`src/core/tis_regs.svh`:
```
// timing constants and field widths for the instruction state timer
// assumes inclusion by bare name from the package and the design files
`ifndef TIS_REGS_SVH
`define TIS_REGS_SVH

// ----------------------------------------------------------------
// field widths
// ----------------------------------------------------------------
`define TIS_BASE_W 8
`define TIS_CNT_W 4
`define TIS_TOT_W 10
`define TIS_HLP_W 16

// ----------------------------------------------------------------
// alignment correction for on-chip fetches, in states
// ----------------------------------------------------------------
`define TIS_ALIGN_EVEN 2'h1
`define TIS_ALIGN_ODD 2'h2
`define TIS_ALIGN_NONE 2'h0

// ----------------------------------------------------------------
// reset value and minimum total
// ----------------------------------------------------------------
`define TIS_TOT_RST 10'h000
`define TIS_TOT_MIN 10'h001

`endif

```
`src/core/tis_pkg.sv`:
```
// types shared by the instruction state timer modules
// assumes tis_regs.svh is on the include path
`include "tis_regs.svh"

package tis_pkg;

    // ----------------------------------------------------------------
    // controller states, one-hot
    // ----------------------------------------------------------------
    typedef enum logic [1:0] {
        TIS_IDLE = 2'h1,
        TIS_RUN = 2'h2
    } tis_state_e;

    typedef logic [`TIS_TOT_W-1:0] tis_total_t;

endpackage : tis_pkg

```
`src/core/tis_cnt_if.sv`:
```
// link between the timing controller and its state down-counter
// assumes both ends run on the same sys_clk
`timescale 1ns/1ns

interface tis_cnt_if;
    import tis_pkg::*;

    logic load;
    tis_total_t load_val;
    logic step;
    tis_total_t count;
    logic zero;

    modport ctrl (output load, output load_val, output step, input count, input zero);
    modport cnt (input load, input load_val, input step, output count, output zero);

endinterface : tis_cnt_if

```
`src/core/tis_state_cnt.sv`:
```
// down-counter that spends one count per executed state
// assumes the controller never asserts load and step together
`timescale 1ns/1ns
`include "tis_regs.svh"

module tis_state_cnt
    import tis_pkg::*;
(
    // clock and reset
    input wire logic sys_clk,
    input wire logic reset,
    // controller side
    tis_cnt_if.cnt cif
);

    tis_total_t count_r;
    tis_total_t count_nxt;

    // ----------------------------------------------------------------
    // next count
    // ----------------------------------------------------------------
    // stalls at zero so a late step cannot wrap the count
    assign count_nxt = cif.load ? cif.load_val :
                       (cif.step && (count_r != `TIS_TOT_RST)) ? count_r - `TIS_TOT_MIN :
                       count_r;

    // count register
    always_ff @(posedge sys_clk) begin
        if (reset) begin
            count_r <= `TIS_TOT_RST;
        end else begin
            count_r <= count_nxt;
        end
    end

    // observed state
    assign cif.count = count_r;
    assign cif.zero = (count_r == `TIS_TOT_RST);

endmodule : tis_state_cnt

```
`src/core/tis_timing.sv`:
```
// instruction state timer: computes the state count of one instruction
// from its table figures and access locations, then runs it out
// assumes the decoder supplies base, byte and off-chip counts per request
`timescale 1ns/1ns
`include "tis_regs.svh"

module tis_timing
    import tis_pkg::*;
(
    // clock and reset
    input wire logic sys_clk,
    input wire logic reset,
    // instruction request
    input wire logic start,
    input wire logic [`TIS_BASE_W-1:0] base_states,
    input wire logic [`TIS_CNT_W-1:0] opnd_bytes,
    input wire logic [`TIS_CNT_W-1:0] fetch_cnt_j,
    input wire logic [`TIS_CNT_W-1:0] fetch_cnt_k,
    input wire logic fetch_offchip,
    input wire logic odd_addr,
    input wire logic opnd_slow,
    input wire logic opnd_word,
    // external wait
    input wire logic wait_state,
    // status
    output logic busy,
    output logic done,
    output logic [`TIS_TOT_W-1:0] total_states
);

    tis_state_e state_r;
    tis_state_e state_nxt;
    logic done_r;
    tis_total_t total_r;
    tis_cnt_if cif();

    // ----------------------------------------------------------------
    // state count arithmetic
    // ----------------------------------------------------------------
    wire start_ok;
    wire [1:0] align_add;
    wire [`TIS_TOT_W-1:0] opnd_add;
    wire [`TIS_TOT_W-1:0] jk_add;
    wire [`TIS_TOT_W-1:0] total_raw;
    wire [`TIS_TOT_W-1:0] total_load;
    wire last_state;

    // requests while busy are ignored, not queued
    assign start_ok = start && (state_r == TIS_IDLE);
    // alignment only matters when the fetch hits on-chip memory
    assign align_add = fetch_offchip ? `TIS_ALIGN_NONE :
                       odd_addr ? `TIS_ALIGN_ODD : `TIS_ALIGN_EVEN;
    // fast operands cost nothing beyond the base figure
    assign opnd_add = !opnd_slow ? `TIS_TOT_RST :
                      opnd_word ? `TIS_TOT_W'({opnd_bytes, 1'b0}) :
                      `TIS_TOT_W'(opnd_bytes);
    assign jk_add = fetch_offchip ?
                    `TIS_TOT_W'({(5'(fetch_cnt_j) + 5'(fetch_cnt_k)), 1'b0}) :
                    `TIS_TOT_RST;
    assign total_raw = `TIS_TOT_W'(base_states) + `TIS_TOT_W'(align_add)
                     + opnd_add + jk_add;
    // a zero total would never signal done, so run at least one state
    assign total_load = (total_raw == `TIS_TOT_RST) ? `TIS_TOT_MIN : total_raw;

    // ----------------------------------------------------------------
    // counter control
    // ----------------------------------------------------------------
    // a wait state freezes the count for that cycle
    assign cif.load = start_ok;
    assign cif.load_val = total_load;
    assign cif.step = (state_r == TIS_RUN) && !wait_state;
    assign last_state = cif.step && (cif.count == `TIS_TOT_MIN);

    tis_state_cnt tis_state_cnt_inst (
        .sys_clk(sys_clk),
        .reset(reset),
        .cif(cif)
    );

    // next controller state
    always_comb begin
        state_nxt = state_r;
        unique case (state_r)
            TIS_IDLE: begin
                if (start_ok) begin
                    state_nxt = TIS_RUN;
                end
            end
            TIS_RUN: begin
                if (last_state) begin
                    state_nxt = TIS_IDLE;
                end
            end
            default: begin
                state_nxt = TIS_IDLE;
            end
        endcase
    end

    // ----------------------------------------------------------------
    // registers
    // ----------------------------------------------------------------
    always_ff @(posedge sys_clk) begin
        if (reset) begin
            state_r <= TIS_IDLE;
            done_r <= 1'b0;
        end else begin
            state_r <= state_nxt;
            done_r <= (state_r == TIS_RUN) && last_state;
        end
    end

    // total held for software timing readout until the next start
    always_ff @(posedge sys_clk) begin
        if (reset) begin
            total_r <= `TIS_TOT_RST;
        end else if (start_ok) begin
            total_r <= total_load;
        end
    end

    assign busy = (state_r == TIS_RUN);
    assign done = done_r;
    assign total_states = total_r;

    // ----------------------------------------------------------------
    // checks
    // ----------------------------------------------------------------
    logic [`TIS_HLP_W-1:0] run_cyc_r;
    logic [`TIS_HLP_W-1:0] wait_cyc_r;

    // helper counts of run cycles and waits seen during a run
    always_ff @(posedge sys_clk) begin
        if (reset || start_ok) begin
            run_cyc_r <= '0;
            wait_cyc_r <= '0;
        end else if (busy) begin
            run_cyc_r <= run_cyc_r + 16'h0001;
            wait_cyc_r <= wait_cyc_r + `TIS_HLP_W'(wait_state);
        end
    end

    // an all-zero figure still has to run one state before done
    property p_base_only;
        @(posedge sys_clk) disable iff (reset)
        start_ok && fetch_offchip && !opnd_slow && (fetch_cnt_j == 4'h0)
            && (fetch_cnt_k == 4'h0)
        |=> total_r == (($past(base_states) == 8'h00) ? 10'h001 : 10'($past(base_states)));
    endproperty
    a_base_only: assert property (p_base_only) else $error("base count not used alone");

    property p_fast_opnd;
        @(posedge sys_clk) disable iff (reset)
        start_ok && !opnd_slow && !fetch_offchip
        |=> (total_r - 10'($past(base_states))) <= 10'h002;
    endproperty
    a_fast_opnd: assert property (p_fast_opnd) else $error("fast operand lengthened");

    // zero base is left to the minimum-length check above
    property p_jk_offchip;
        @(posedge sys_clk) disable iff (reset)
        start_ok && fetch_offchip && !opnd_slow && (base_states != 8'h00)
        |=> total_r == 10'($past(base_states)) + 10'({5'($past(fetch_cnt_j))
            + 5'($past(fetch_cnt_k)), 1'b0});
    endproperty
    a_jk_offchip: assert property (p_jk_offchip) else $error("off-chip counts wrong");

    property p_align;
        @(posedge sys_clk) disable iff (reset)
        start_ok && !fetch_offchip && !opnd_slow
        |=> total_r == 10'($past(base_states)) + ($past(odd_addr) ? 10'h002 : 10'h001);
    endproperty
    a_align: assert property (p_align) else $error("alignment correction wrong");

    property p_slow_byte;
        @(posedge sys_clk) disable iff (reset)
        start_ok && !fetch_offchip && opnd_slow && !opnd_word
        |=> total_r == 10'($past(base_states)) + ($past(odd_addr) ? 10'h002 : 10'h001)
            + 10'($past(opnd_bytes));
    endproperty
    a_slow_byte: assert property (p_slow_byte) else $error("slow byte total wrong");

    property p_slow_word;
        @(posedge sys_clk) disable iff (reset)
        start_ok && !fetch_offchip && opnd_slow && opnd_word
        |=> total_r == 10'($past(base_states)) + ($past(odd_addr) ? 10'h002 : 10'h001)
            + 10'({$past(opnd_bytes), 1'b0});
    endproperty
    a_slow_word: assert property (p_slow_word) else $error("slow word total wrong");

    property p_off_word;
        @(posedge sys_clk) disable iff (reset)
        start_ok && fetch_offchip && opnd_slow && opnd_word
        |=> total_r == 10'($past(base_states)) + 10'({$past(opnd_bytes), 1'b0})
            + 10'({5'($past(fetch_cnt_j)) + 5'($past(fetch_cnt_k)), 1'b0});
    endproperty
    a_off_word: assert property (p_off_word) else $error("off-chip word total wrong");

    property p_wait_len;
        @(posedge sys_clk) disable iff (reset)
        $rose(done) |-> run_cyc_r == 16'(total_r) + wait_cyc_r;
    endproperty
    a_wait_len: assert property (p_wait_len) else $error("run length not total plus waits");

    property p_off_byte;
        @(posedge sys_clk) disable iff (reset)
        start_ok && fetch_offchip && opnd_slow && !opnd_word
        |=> total_r == 10'($past(base_states)) + 10'($past(opnd_bytes))
            + 10'({5'($past(fetch_cnt_j)) + 5'($past(fetch_cnt_k)), 1'b0});
    endproperty
    a_off_byte: assert property (p_off_byte) else $error("off-chip byte total wrong");

    property p_done_quick;
        @(posedge sys_clk) disable iff (reset)
        start_ok && (total_load == 10'h002) ##1 !wait_state [*2] |=> done;
    endproperty
    a_done_quick: assert property (p_done_quick) else $error("two-state run not done");

    // a running count never empties before the controller leaves the run state
    property p_run_nonzero;
        @(posedge sys_clk) disable iff (reset)
        busy |-> !cif.zero;
    endproperty
    a_run_nonzero: assert property (p_run_nonzero) else $error("count empty while busy");

    c_onchip_odd: cover property (@(posedge sys_clk) disable iff (reset)
        start_ok && !fetch_offchip && odd_addr && opnd_slow);
    c_offchip_word: cover property (@(posedge sys_clk) disable iff (reset)
        start_ok && fetch_offchip && opnd_slow && opnd_word);
    c_wait_run: cover property (@(posedge sys_clk) disable iff (reset)
        busy && wait_state ##[1:20] done);
    c_back_to_back: cover property (@(posedge sys_clk) disable iff (reset)
        done && start_ok);

endmodule : tis_timing

```
`config.mk`:
```
export PLATFORM = sky130hd
export DESIGN_NAME = tis_timing
export DESIGN_NICKNAME = d
export VERILOG_FILES = /design/src/core/tis_pkg.sv /design/src/core/tis_cnt_if.sv /design/src/core/tis_state_cnt.sv /design/src/core/tis_timing.sv
export VERILOG_INCLUDE_DIRS = /design/src /design/src/core
export SDC_FILE = /design/constraint.sdc
export NUM_CORES = 1
export LEC_CHECK = 0
export BUFFER_PORTS_ARGS = -buffer_cell sky130_fd_sc_hd__buf_2
export CAP_MARGIN = 15
export CORE_ASPECT_RATIO = 1.2
export CORE_UTILIZATION = 46
export DETAILED_ROUTE_END_ITERATION = 7
export PLACE_DENSITY = 0.79
export RECOVER_POWER = 100
export SLEW_MARGIN = 5
export SYNTH_ARGS = -nofsm -noshare
export SYNTH_HDL_FRONTEND = slang
export SYNTH_HIERARCHICAL = 1
export SYNTH_SLANG_ARGS = --single-unit
```
`constraint.sdc`:
```
create_clock -name sys_clk -period 3.85 [get_ports sys_clk]
set_input_delay 0.77 -clock sys_clk [delete_from_list [all_inputs] [get_ports sys_clk]]
set_output_delay 0.77 -clock sys_clk [all_outputs]
set_load 0.03 [all_outputs]
```
### After elaboration in Yosys (flattened, before gate mapping)

Cells that the tools add are included.
W data, S select, Z words.

* add/subtract/negate cells: 5
* equality and inequality tests: 5
* multiplexer cells: 11
* reductions and logical operators: 10

Operator list (number)
* $mux W10: 3
* $add A10 B6 Y10: 1
* $add A9 B5 Y10: 1
* $eq A10 B1 Y1 const B: 1
* $logic_not A10 Y1: 1
* $mux W5: 2
* $reduce_bool A10 Y1: 1
* $sub A10 B1 Y10 const B: 1
* $add A8 B2 Y9: 1
* $mux W2: 4
* $mux W6: 1
* $add A4 B4 Y5: 1
* $logic_and A1 B1 Y1: 5
* $ne A2 B1 Y1 const B: 2
* $pmux W2 S2: 1
* $eq A2 B1 Y1 const B: 1
* $eq A2 B2 Y1 const B: 1
* $reduce_and A2 Y1: 1
* $reduce_bool A2 Y1: 1
* $logic_not A1 Y1: 1

* register bits after elaboration: 23
* output and inout bits: 12
* logic and storage cells: 35

### Longest topological paths before layout

Gate-level depths: netlist (run 1).

* word-level depth: 8
* depth in mapped cells: 15

### Hierarchy

The synthesis (run 1) kept the hierarchy.

By module, submodules not included
* tis_timing: times used 1, cells each 148, area an instance 1211.2 µm², sequential area each 240.2 µm²
* tis_state_cnt: times used 1, cells each 78, area an instance 616.8 µm², sequential area each 200.2 µm²

### Least setup slack after synthesis (run 1)

No wires, ideal clock.

* path kind: input -> register
* from: input port fetch_cnt_j[1]
* to: register tis_state_cnt_inst.count_r[0], in the netlist tis_state_cnt_inst/cif.count[0]
* setup time: 0.086 ns
* arrival: 3.611 ns
* slack: 0.153 ns
* stages on the path: 15
* cells stage by stage: ha_1 -> a21o_1 -> a21oi_1 -> xnor2_1 -> and2_1 -> fa_1 -> ha_1 -> buf_2 -> and3b_1 -> a2111oi_2 -> o211ai_1 -> o21bai_1 -> o21ai_1 -> nor2_1 -> a211oi_1

* cells in the longest elaborated chain, start to end: 6

RTL lines
* from (decl): line tis_timing.sv:17 `` input wire logic [`TIS_CNT_W-1:0] fetch_cnt_j, ``
* $add A4 B4 Y5: line tis_timing.sv:58 `` `TIS_TOT_W'({(5'(fetch_cnt_j) + 5'(fetch_cnt_k)), 1'b0}) : ``
* $mux W6 (no source line)
* $add A10 B6 Y10 (no source line)
* $logic_not A10 Y1 (no source line)
* $mux W10: line tis_timing.sv:63 `` assign total_load = (total_raw == `TIS_TOT_RST) ? `TIS_TOT_MIN : total_raw; ``
* named net cif.load_val[0]: line tis_cnt_if.sv:9 `tis_total_t load_val;`
* $mux W10: line tis_state_cnt.sv:23 `assign count_nxt = cif.load ? cif.load_val :`
* to (signal assigned): line tis_state_cnt.sv:30 `` count_r <= `TIS_TOT_RST; ``
* to (signal assigned): line tis_state_cnt.sv:32 `count_r <= count_nxt;`
* to (decl): line tis_state_cnt.sv:16 `tis_total_t count_r;`

The timed path passes the listed nets, and every way through them passes these cells.
A chain may end at the register's enable or synchronous reset.

### Final worst setup path (run 1)

* from: input port fetch_cnt_j[0]
* to: register tis_state_cnt_inst.count_r[0], in the netlist tis_state_cnt_inst/cif.count[0]

Same word-level chain as after synthesis.

==> results.txt, run 1 <==
Max-cap violations in this run came to 0. Setup repair after global routing left no endpoint under its margin. In this run, placement finished with an instance count of 317. The vias per cell is 5.461, and the vertical die dimension is 70.99 µm. Clock-pin slew was measured on the worst setup and hold paths at 0.08 ns. For the worst setup path, the data arrival time is 3.80 ns. Largest fanout on the critical path: 4. The global-route usage over all layers is 20.60%, and the fraction of final layout cells with drive strength greater than 1 is 17.10%. At the end of the flow the core is filled with cells to 58.60%. Entering global routing, the biggest net connects 24 pins. For this run, the post-layout net count is 317.

Clock tree synthesis inserted a total of 3 buffers. Setup violations remaining at the end of the flow were counted as 0. Measured against its own limit, the worst slew margin works out to 57.53%.

Category of cells accounting for the largest share of critical-path delay: adder cells. In this run, the number of DRC markers left after iteration 0 of detailed routing was 65. Via count of the first global-routing pass: 1661. Initial antenna violation count: 0.

The tools report the cell leakage power as 0.9377 nW. At the pin with the least slew margin, the transition time is 0.6364 ns. The logs give 0 for the total global routing overflow and 4172 µm for the final routed wirelength across all metal layers. The area of the core region was 0.003724 mm². For this run, the detailed router's first-pass iteration total came to 4. Timing analysis after detailed placement gives a worst setup slack of -0.1045 ns.

The initialized floorplan defines 24 standard-cell rows. The start-to-end type of the worst setup path was input port to flop. Synthesis produced a netlist whose cell count is 225. The path class of the tightest hold or removal check is flop to flop.

For this run, the top clock speed supported by timing is 276.7 MHz. Counting along the longest clock path gives a buffer depth of 2. The area enclosed by the die boundary came out at 0.004223 mm². The largest individual stage delay along the critical path comes from the cell fa_1. The count of nets left with antenna violations once routing finished came out at 0.

The residual DRC count was 0. The run gives 6 as the warning count from the yosys run. Kind of launch point of the worst setup path: an input port.

The worst hold slack after final layout is 0.4594 ns. The first global-routing pass estimated 6679 µm of wire. The congestion estimate from routability-driven global placement came to 0.9189.

In the finished design, the share of the clock period the worst path needs comes to 93.89%. For this design the ratio of total power to cell area is 410.9 mW/mm². Post-synthesis instance area: 0.001824 mm². The area growth from synthesis to final layout works out to 19.62%. The run finished with clean final reports. The completed layout was analyzed and its total power is 0.8966 mW.

The total cell area at the placement stage is 0.002105 mm². The clock drives 22 sinks. The run gives 0.2354 ns as the smallest setup slack after layout. TritonCTS built the clock tree. Number of standard cells in the layout, taps in and fillers out: 321.

For the maximum level of the CTS H-tree, the log shows 1. IR analysis of the VDD net gives a maximum drop of 164.9 µV. The die is 59.49 µm wide. After routing the design area is 0.002182 mm². The critical path buffer and inverter count was 1; the antenna diode count was 0. Between clock sinks in the finished design, the worst skew comes to 0.003375 ns.

The required time of the critical path was 4.03 ns; the placed wire-length estimate after detailed placement was 3259 µm. The latest clock arrival within the worst-skew pair is 0.26 ns, and the peak per-stage delay on the critical path is 0.43 ns. The run gives 0 as the number of max-slew violations in the final report. Summing over every cut layer, the via total after detailed routing is 1753. 40 I/O pins were placed. The critical path goes through buf_2 -> ha_1 -> fa_1 -> xor2_1 -> and2_0 -> fa_1 -> ha_1 -> nor2_1 -> a211oi_1 -> a2111oi_0 -> o21bai_1 -> o21ai_1 -> nor2_1 -> a211oi_1. The initial core utilization was 48.99%; the quantity of I/O buffers inserted on ports was 38. The type of destination of the critical path is a flop.

The final-layout setup total negative slack was 0 ns; the synthesized area divided by synthesized cell count was 8.108 µm². Wire length per cell: 13.00 µm. CTS placed an instance of clkbuf_8 at the clock tree root. The tools report the number of endpoints with negative hold slack in the final report as 0. The clock period could shrink to 3.615 ns.
what timing repair did:
action                     in CTS  in global routing
setup endpoints to repair       0                  2
gates resized for setup         0                  4
hold buffers                    0                  0
hold endpoints to repair        0                  0
buffers inserted                0                  0
routing by layer:
metal  vias to the layer above  GRT usage [%]  part of all wire [%]
met5                         -              0                     0
li1                        893              -                     -
met2                        49          37.83                    52
met4                         0          10.58                   2.9
met3                        12          2.559                   3.2
met1                       799          22.22                    41
where the power goes:
group          total (mW)  switching [mW]  leakage [nW]  internal [mW]
clock network       0.214          0.0756        0.0357          0.139
logic               0.404           0.232         0.721          0.172
registers           0.278          0.0248         0.181          0.254
total               0.897           0.332         0.938          0.565
worst paths after layout:
kind                                                  endpoint  depth (start not counted)                         start  slack [ns]
setup reg to reg  tis_state_cnt_inst/cif.count[8]$_SDFFE_PP0P_                          5       state_r[1]$_SDFFE_PP0P_        1.60
hold reg to reg                   total_states[8]$_SDFFE_PP0P_                          2  total_states[8]$_SDFFE_PP0P_        0.46
hold / removal                    total_states[8]$_SDFFE_PP0P_                          2  total_states[8]$_SDFFE_PP0P_        0.46
setup / recovery  tis_state_cnt_inst/cif.count[0]$_SDFFE_PP0P_                         14                fetch_cnt_j[0]        0.24
tightest hold or removal path, cell delays in order (launching register included):
cell     delay, ns
dfxtp_1       0.31
nand2_1       0.05
a21oi_1       0.05
cells in the final DEF, fill, tap and decap left out, types with 2 or more instances in the layout:
master,n
a21o_1,4
o21a_1,3
xor2_1,3
o21ai_1,4
nor2b_1,8
clkbuf_1,13
nor3_1,4
xnor2_1,5
and2_0,2
nand4_1,3
o2111ai_1,2
o211ai_1,3
fa_1,7
nand3b_1,2
conb_1,2
nor3b_1,3
buf_2,26
mux2i_1,3
ha_1,10
a21oi_1,18
a31oi_1,2
clkbuf_8,3
inv_1,22
nor4b_1,3
dfxtp_1,22
buf_4,6
nand2_1,22
a211oi_1,6
nor2_1,19
o31ai_1,3
nor4_1,2
a221oi_1,3
nand3_1,4
sequential cells by signal (all words and copies together) (netlist names):
register                      flops
done                              1
state_r                           2
tis_state_cnt_inst/cif.count     10
total_states                      9
layout make-up:
class	count	area, µm²
clock buffers	3	41.29
clock inverters	1	30.03
fillers	362	1541
inverters	23	86.33
multi-input cells	174	1287
flip-flops and latches	22	440.4
well taps	52	65.06
repair buffers	46	231.5
(Power assumes the default switching activity.)
==> run 2: changes to the inputs <==
SETUP_SLACK_MARGIN = 0.3   (was unset)
==> results.txt, run 2 (synthesis gave the netlist of run 1 again) <==
The critical path goes through buf_2 -> ha_1 -> fa_2 -> xor2_1 -> and2_1 -> fa_1 -> ha_4 -> nor2_1 -> a21oi_1 -> xnor2_1 -> o2111ai_2 -> o21ai_1 -> nor2_1 -> a211oi_2. The tools report the maximum operating frequency as 280.8 MHz (+1.5%). The final weighted congestion in routability-driven placement was 0.8858 (-3.6%). For the residual DRC count, the log shows 0 (unchanged).

Number of cells on the critical path: 14 (unchanged). The number of flip-flops in the largest register was 10 (unchanged). Setup repair after global routing could not meet its margin everywhere. The pin slew with the least headroom to its limit works out to 0.6084 ns (-0.02791 ns). The tools report the cell leakage power as 0.9584 nW (+2.2%). The number of placed cells counting well taps came out at 311 (-1.9%).

The remaining number of nets flagged by the antenna check after routing came out at 0 (unchanged). The clock transition at the registers of the reported paths was 0.08 ns (about the same); the period utilization was 92.50% (-1.4 points). The largest fanout on the critical path came out at 5 (+1). The antenna diode count was 0 (unchanged); the total number of nets in the final design was 317 (unchanged). The vertical die dimension came out at 70.99 µm (unchanged).

The logs give 0.27 ns (about the same) for the latest clock arrival within the worst-skew pair and 5 (+1) for the length of the first detailed-routing pass in iterations. For the placed wire-length estimate after detailed placement, the log shows 3293 µm (+1.1%). In this run the worst setup path terminates at tis_state_cnt_inst/cif.count[0]$_SDFFE_PP0P_. The critical path buffer and inverter count is 1 (unchanged).

The tools report the total global routing overflow as 0 (unchanged). The final routed wirelength across all metal layers is 4642 µm (+11%). The count of standard-cell rows is 24 (unchanged). The worst hold slack after final layout is 0.4584 ns (-0.001036 ns). The peak per-stage delay on the critical path was 0.53 ns (+0.10 ns). For the via count of the first global-routing pass, the log shows 1633 (-1.7%). Relative to the synthesized area, the layout overhead comes to 27.92%. The setup path with the least slack is of type input port to flop. For the global-route wire length before repair, the log shows 7044 µm (+5.5%). For the area of the core region, the log shows 0.003724 mm² (unchanged). TritonCTS built the clock tree. The post-layout minimum cycle time was 3.561 ns (-0.05323 ns).

The vias per cell works out to 5.533 (+1.3%). The run gives 4.05 ns (+0.02 ns) as the required time of the critical path. The data arrival time of the critical path came out at 3.76 ns (-0.04 ns). The peak supply drop is 184.0 µV (+12%), and the final worst clock skew is 0.001340 ns (-0.002035 ns).

The fraction of final layout cells with drive strength greater than 1 works out to 24.16% (+7.1 points). Quantity of I/O buffers inserted on ports: 38 (unchanged). The tools report the initial core utilization as 48.99% (unchanged). The number of CTS-inserted buffers is 3 (unchanged). For the number of standard cells in the layout, taps in and fillers out, the log shows 321 (unchanged). The slowest stage of the critical path belongs to the cell fa_1.

STA classifies the critical path endpoint as a flop. The flow ran to the end, and the final reports show no timing, DRC or antenna violations. In this run the critical register-to-register path is launched from state_r[1]$_SDFFE_PP0P_. Terminus of the critical flop-to-flop path: tis_state_cnt_inst/cif.count[6]$_SDFFE_PP0P_. Category of cells accounting for the largest share of critical-path delay: adder cells. The cell sitting at the root of the clock tree is a clkbuf_8.

The area enclosed by the die boundary is 0.004223 mm² (unchanged). The cell type with the highest occurrence count on the critical path is nor2_1. Initial antenna violation count: 0 (unchanged). The total power density per cell area is 410.7 mW/mm² (about the same). The tools report the number of max-slew violations in the final report as 0 (unchanged).

The number of clock sinks seen by CTS was 22 (unchanged); the headroom to the max-slew limit was 59.39% (+1.9 points). For the fill cell total of the finished layout, the log shows 363 (+0.28%). The final setup violation count came out at 0 (unchanged). In the layout the commonest cells are 25 x buf_2, 22 x inv_1, 22 x nand2_1, 22 x dfxtp_1, 18 x nor2_1. The tools report the count of routing violations after the opening detailed-route iteration as 135 (+110%). The logs give 1776 (+1.3%) for the number of vias after detailed routing and 1 (unchanged) for the maximum level of the CTS H-tree. The run gives 24 (unchanged) as the maximum number of pins on one net before global-route repair. The number of endpoints with negative hold slack in the final report was 0 (unchanged); the wire length per cell was 14.46 µm (+11%). The length in cells of the worst reg-to-reg path works out to 5 (unchanged).

The path class of the tightest hold or removal check is flop to flop. For the reg2reg setup slack, the log shows 1.54 ns (-0.06 ns). For the top-level port count, the log shows 40 (unchanged).

Kind of launch point of the worst setup path: an input port. The die span in x works out to 59.49 µm (unchanged). Leaving out fill and tap cells, the most frequent cell in the layout is buf_2.

For the max-capacitance violation count, the log shows 0 (unchanged). Number of buffers on the longest clock path: 2 (unchanged). In this run the worst setup path begins at fetch_cnt_j[0]. For the global-route usage over all layers, the log shows 21.68% (+1.1 points).
## run 2: area by class of cell
type	instances	area (µm²)	area share [%]
Clock buffer	3	41.29	1.769
Clock inverter	1	30.03	1.287
Inverter	23	86.33	3.700
Multi-Input combinational cell	174	1429	61.23
Sequential cell	22	440.4	18.87
Tap cell	52	65.06	2.788
Timing Repair Buffer	46	241.5	10.35
## run 2: worst min-delay path by stage
stage          slack [ns]                                          from                                           end  cells after the start
2_1_floorplan        0.51  tis_state_cnt_inst/cif.count[4]$_SDFFE_PP0P_  tis_state_cnt_inst/cif.count[4]$_SDFFE_PP0P_                      2
3_3_place_gp         0.44                  total_states[5]$_SDFFE_PP0P_                  total_states[5]$_SDFFE_PP0P_                      2
3_5_place_dp         0.45                  total_states[4]$_SDFFE_PP0P_                  total_states[4]$_SDFFE_PP0P_                      2
4_1_cts              0.46                  total_states[4]$_SDFFE_PP0P_                  total_states[4]$_SDFFE_PP0P_                      2
5_1_grt              0.48                  total_states[8]$_SDFFE_PP0P_                  total_states[8]$_SDFFE_PP0P_                      2
6_report             0.46                  total_states[4]$_SDFFE_PP0P_                  total_states[4]$_SDFFE_PP0P_                      2
## run 2: through the flow
step / setup WS, ns / power [mW] / utilization (%) / area [µm²] / setup TNS (ns)
floorplan: 0.3034 / 0.5796 / - / 1881 / 0
global placement: 0.08565 / 0.6632 / 56.55 / 2106 / 0
detailed placement: -0.001584 / 0.6696 / 56.55 / 2106 / -0.001584
CTS: 0.3181 / 0.8894 / 58.53 / 2180 / 0
global route: 0.09792 / 1.019 / 62.67 / 2333 / 0
finish: 0.2886 / 0.9583 / 62.67 / 2333 / 0
## run 2: where the power goes
| group | switching, mW | internal [mW] | total, mW |
|---|---|---|---|
| Sequential | 0.0256 | 0.253 | 0.279 |
| Combinational | 0.258 | 0.199 | 0.457 |
| Clock | 0.0831 | 0.139 | 0.222 |
| Total | 0.366 | 0.592 | 0.958 |
## run 2: worst min-delay path, stage by stage, from the launching register on
cell	delay, ns
dfxtp_1	0.32
nand2_1	0.05
a21oi_1	0.05
## run 2: what timing repair did
action,CTS,global route
resized for setup,1,22
pin swaps,0,18
endpoints found under the setup margin,1,3
hold endpoints to repair,0,0
gates cloned,0,0
buffers inserted,0,6
hold buffers,0,0
## run 2: layer usage
layer	share of wire (%)	vias up	track usage (%)
li1	-	884	-
met1	42	838	25.96
met2	53	47	38.58
met3	3.5	7	2.194
met4	1.8	0	8.466
met5	0	-	0
==> run 3: changes to the inputs <==
ABC_AREA = 1   (was unset)
CORE_UTILIZATION = 35   (was 46)
PLACE_DENSITY = 0.64   (was 0.79)
==> results.txt, run 3 <==
The max-capacitance violation count is 0 (unchanged). The run gives 0.009356 ns (+0.01094 ns) as the setup slack at placement. The data arrival time of the critical path is 3.70 ns (-0.06 ns), and the vertical die dimension is 85.26 µm (+20%). The clock network fraction of design power is 19.1% (-4.1 points), and the fraction of final layout cells with drive strength greater than 1 is 19.61% (-4.6 points). The top cell types in the final layout, fill and taps aside, are 68 x nand2_1, 56 x inv_1, 50 x nor2_1.

The cts-stage hold buffer count is 0 (unchanged). The path class of the lowest-slack min-delay path is flop to flop. The power after layout is 0.8738 mW (-8.8%), and the number of flip-flops in the largest register is 10 (unchanged). For the final setup violation count, the log shows 0 (unchanged). The final-layout setup total negative slack is 0 ns (unchanged), and the post-layout minimum cycle time is 3.497 ns (-0.06390 ns).

The peak per-stage delay on the critical path came out at 0.53 ns (about the same). TritonCTS built the clock tree. Setup repair after global routing left no endpoint under its margin. The synthesized area divided by synthesized cell count came out at 6.378 µm² (-21%). Total cell area at the placement stage: 0.002258 mm² (+7.2%). The number of vias after detailed routing was 1975 (+11%).

The switching fraction of total power is 42.37% (+4.1 points). The smallest setup slack after layout is 0.3525 ns (+0.06390 ns). The peak supply drop was 157.9 µV (-14%); the maximum number of pins on one net before global-route repair was 23 (-4.2%). The logs give 0 (unchanged) for the total global routing overflow and 1.269 nW (+32%) for the cell leakage power.

The logs give 0.8256 (-6.8%) for the final weighted congestion in routability-driven placement and 285.9 MHz (+1.8%) for the maximum operating frequency. Count of standard-cell rows: 29 (+21%). The tools report the global-route usage over all layers as 15.57% (-6.1 points).

For the total number of nets in the final design, the log shows 405 (+28%). For the number of max-slew violations in the final report, the log shows 0 (unchanged). The total power density per cell area came out at 369.9 mW/mm² (-9.9%). Required time of the critical path: 4.06 ns (about the same).

The run gives 109 (-19%) as the count of routing violations after the opening detailed-route iteration. The maximum level of the CTS H-tree was 1 (unchanged); the relative contribution of sequential cells to total power was 31.7% (+2.6 points). The die span in x works out to 71.39 µm (+20%). The area of the core region was 0.005443 mm² (+46%). The number of buffers on the longest clock path is 2 (unchanged), and the length of the first detailed-routing pass in iterations is 4 (-1). The area enclosed by the die boundary was 0.006086 mm² (+44%); the antenna diode count was 0 (unchanged). The largest fanout on the critical path is 6 (+1). The post-synthesis instance area came out at 0.002022 mm² (+11%). The initial core utilization was 37.15% (-12 points).

The tools report the final worst clock skew as 0.003650 ns (+0.002310 ns). The headroom to the max-slew limit was 51.30% (-8.1 points). The pin slew with the least headroom to its limit was 0.7249 ns (+0.1165 ns); the number of endpoints with negative hold slack in the final report was 0 (unchanged).

The period utilization works out to 90.84% (-1.7 points). The CTS root buffer is clkbuf_8. For the global-route wire length before repair, the log shows 7721 µm (+9.6%).

The number of CTS-inserted buffers came out at 3 (unchanged). The tools report the design area as 0.002362 mm² (+1.2%). The signal on the critical path passes through buf_2 -> ha_1 -> fa_2 -> nand2_1 -> fa_1 -> inv_1 -> ha_1 -> nand2_1 -> inv_1 -> nand2_1 -> nand2_2 -> nand2_1 -> nand2_2 -> nand3_2 -> nor2_2 -> nand3_2 -> nand2_1 -> nor2_1 -> nor2_1 -> o21ai_1 -> nor2_1. The kind of launch point of the worst setup path is an input port.

Compared with the post-synthesis result, the final layout area differs by 16.83%. The remaining number of nets flagged by the antenna check after routing is 0 (unchanged), and the vias per cell is 4.714 (-15%). The quantity of I/O buffers inserted on ports is 38 (unchanged), and the fraction of power consumed by combinational cells is 49.2% (+1.5 points).

The via count of the first global-routing pass was 1841 (+13%). The flow ran to the end, and the final reports show no timing, DRC or antenna violations. The worst setup path is of the input port to flop kind.

Warning count from the yosys run: 6 (unchanged). The worst setup path is captured at a flop. The logs give 0 (unchanged) for the residual DRC count and 0 (unchanged) for the initial antenna violation count. For the final routed wirelength across all metal layers, the log shows 4499 µm (-3.1%). The wire length per cell was 10.74 µm (-26%); the clock transition at the registers of the reported paths was 0.08 ns (about the same). The cell type with the highest occurrence count on the critical path is nand2_1.

The run gives 0.5036 mW (-15%) as the total internal power. The placed wire-length estimate after detailed placement was 3562 µm (+8.2%); the top-level port count was 40 (unchanged). The number of clock sinks seen by CTS is 22 (unchanged). Number of instances in the synthesized netlist: 317 (+41%). Leaving out fill and tap cells, the most frequent cell in the layout is nand2_1. Net load switching power: 0.3702 mW (+1.1%). For this design, the slowest cell found on the critical path is fa_2. The latest clock arrival within the worst-skew pair is 0.26 ns (about the same).
==> run 3: cell count changes in the layout (fill, tap and decap cells not counted), sizes merged, moves of 4 or more <==
cell    before  now
a21o         4    0
inv         22   59
nor2b        8    0
o21ai        4   15
nand2       22   78
nand3        4   27
nor4b        4    0
a211oi       6    0
nor2        19   60
a21oi       19   10
buf         34   29
==> run 3: worst paths after layout <==
kind | end | startpoint | depth (start not counted) | slack, ns
worst max-delay path | tis_state_cnt_inst/cif.count[0]$_SDFFE_PP0P_ | fetch_cnt_j[0] | 21 | 0.35
worst min-delay path | total_states[4]$_SDFFE_PP0P_ | total_states[4]$_SDFFE_PP0P_ | 2 | 0.51
worst max register to register | tis_state_cnt_inst/cif.count[6]$_SDFFE_PP0P_ | state_r[1]$_SDFFE_PP0P_ | 9 | 1.66
worst min register to register | total_states[4]$_SDFFE_PP0P_ | total_states[4]$_SDFFE_PP0P_ | 2 | 0.51
==> run 3: metal layers <==
layer	share of wire [%]	GRT usage, %
met1	44	18.39
met3	2.8	1.544
met2	52	29.00
met4	1.2	5.091
met5	0	0
==> run 3: final cells by class <==
| class | count | area, µm² |
|---|---|---|
| clock buffer | 4 | 55.05 |
| fill | 585 | 3080 |
| inverter | 62 | 232.7 |
| multi-input combinational | 229 | 1365 |
| sequential | 22 | 440.4 |
| tap | 62 | 77.57 |
| timing repair buffer | 40 | 191.4 |
==> run 3: power by group through the flow <==
stage	logic (mW)	clock network [mW]	registers, mW
floorplan	0.309	0	0.299
global placement	0.411	0	0.282
detailed placement	0.415	0	0.282
CTS	0.425	0.171	0.277
global route	0.488	0.182	0.281
finish	0.430	0.167	0.277
==> run 3: stage by stage <==
stage | util (%) | hold WS, ns | std cells
global placement | 41.49 | 0.4943 | 413
finish | 43.40 | 0.5119 | 419
CTS | 42.74 | 0.5165 | 417
detailed placement | 41.49 | 0.4941 | 413
floorplan | - | 0.4830 | 318
global route | 43.40 | 0.5392 | 419
==> run 3: worst max-delay path, delay by kind of cell <==
family / cells / cell delay, ns
compound gates: 1 / 0.07
fa+ha+maj: 4 / 1.63
simple gates: 13 / 1.00
buf+inv: 3 / 0.22
==> run 3: what timing repair did <==
item	4_1_cts	5_1_grt
cloned	0	0
setup buffers	0	2
gates resized for setup	1	14
endpoints found under the setup margin	1	3
pin swaps	0	6
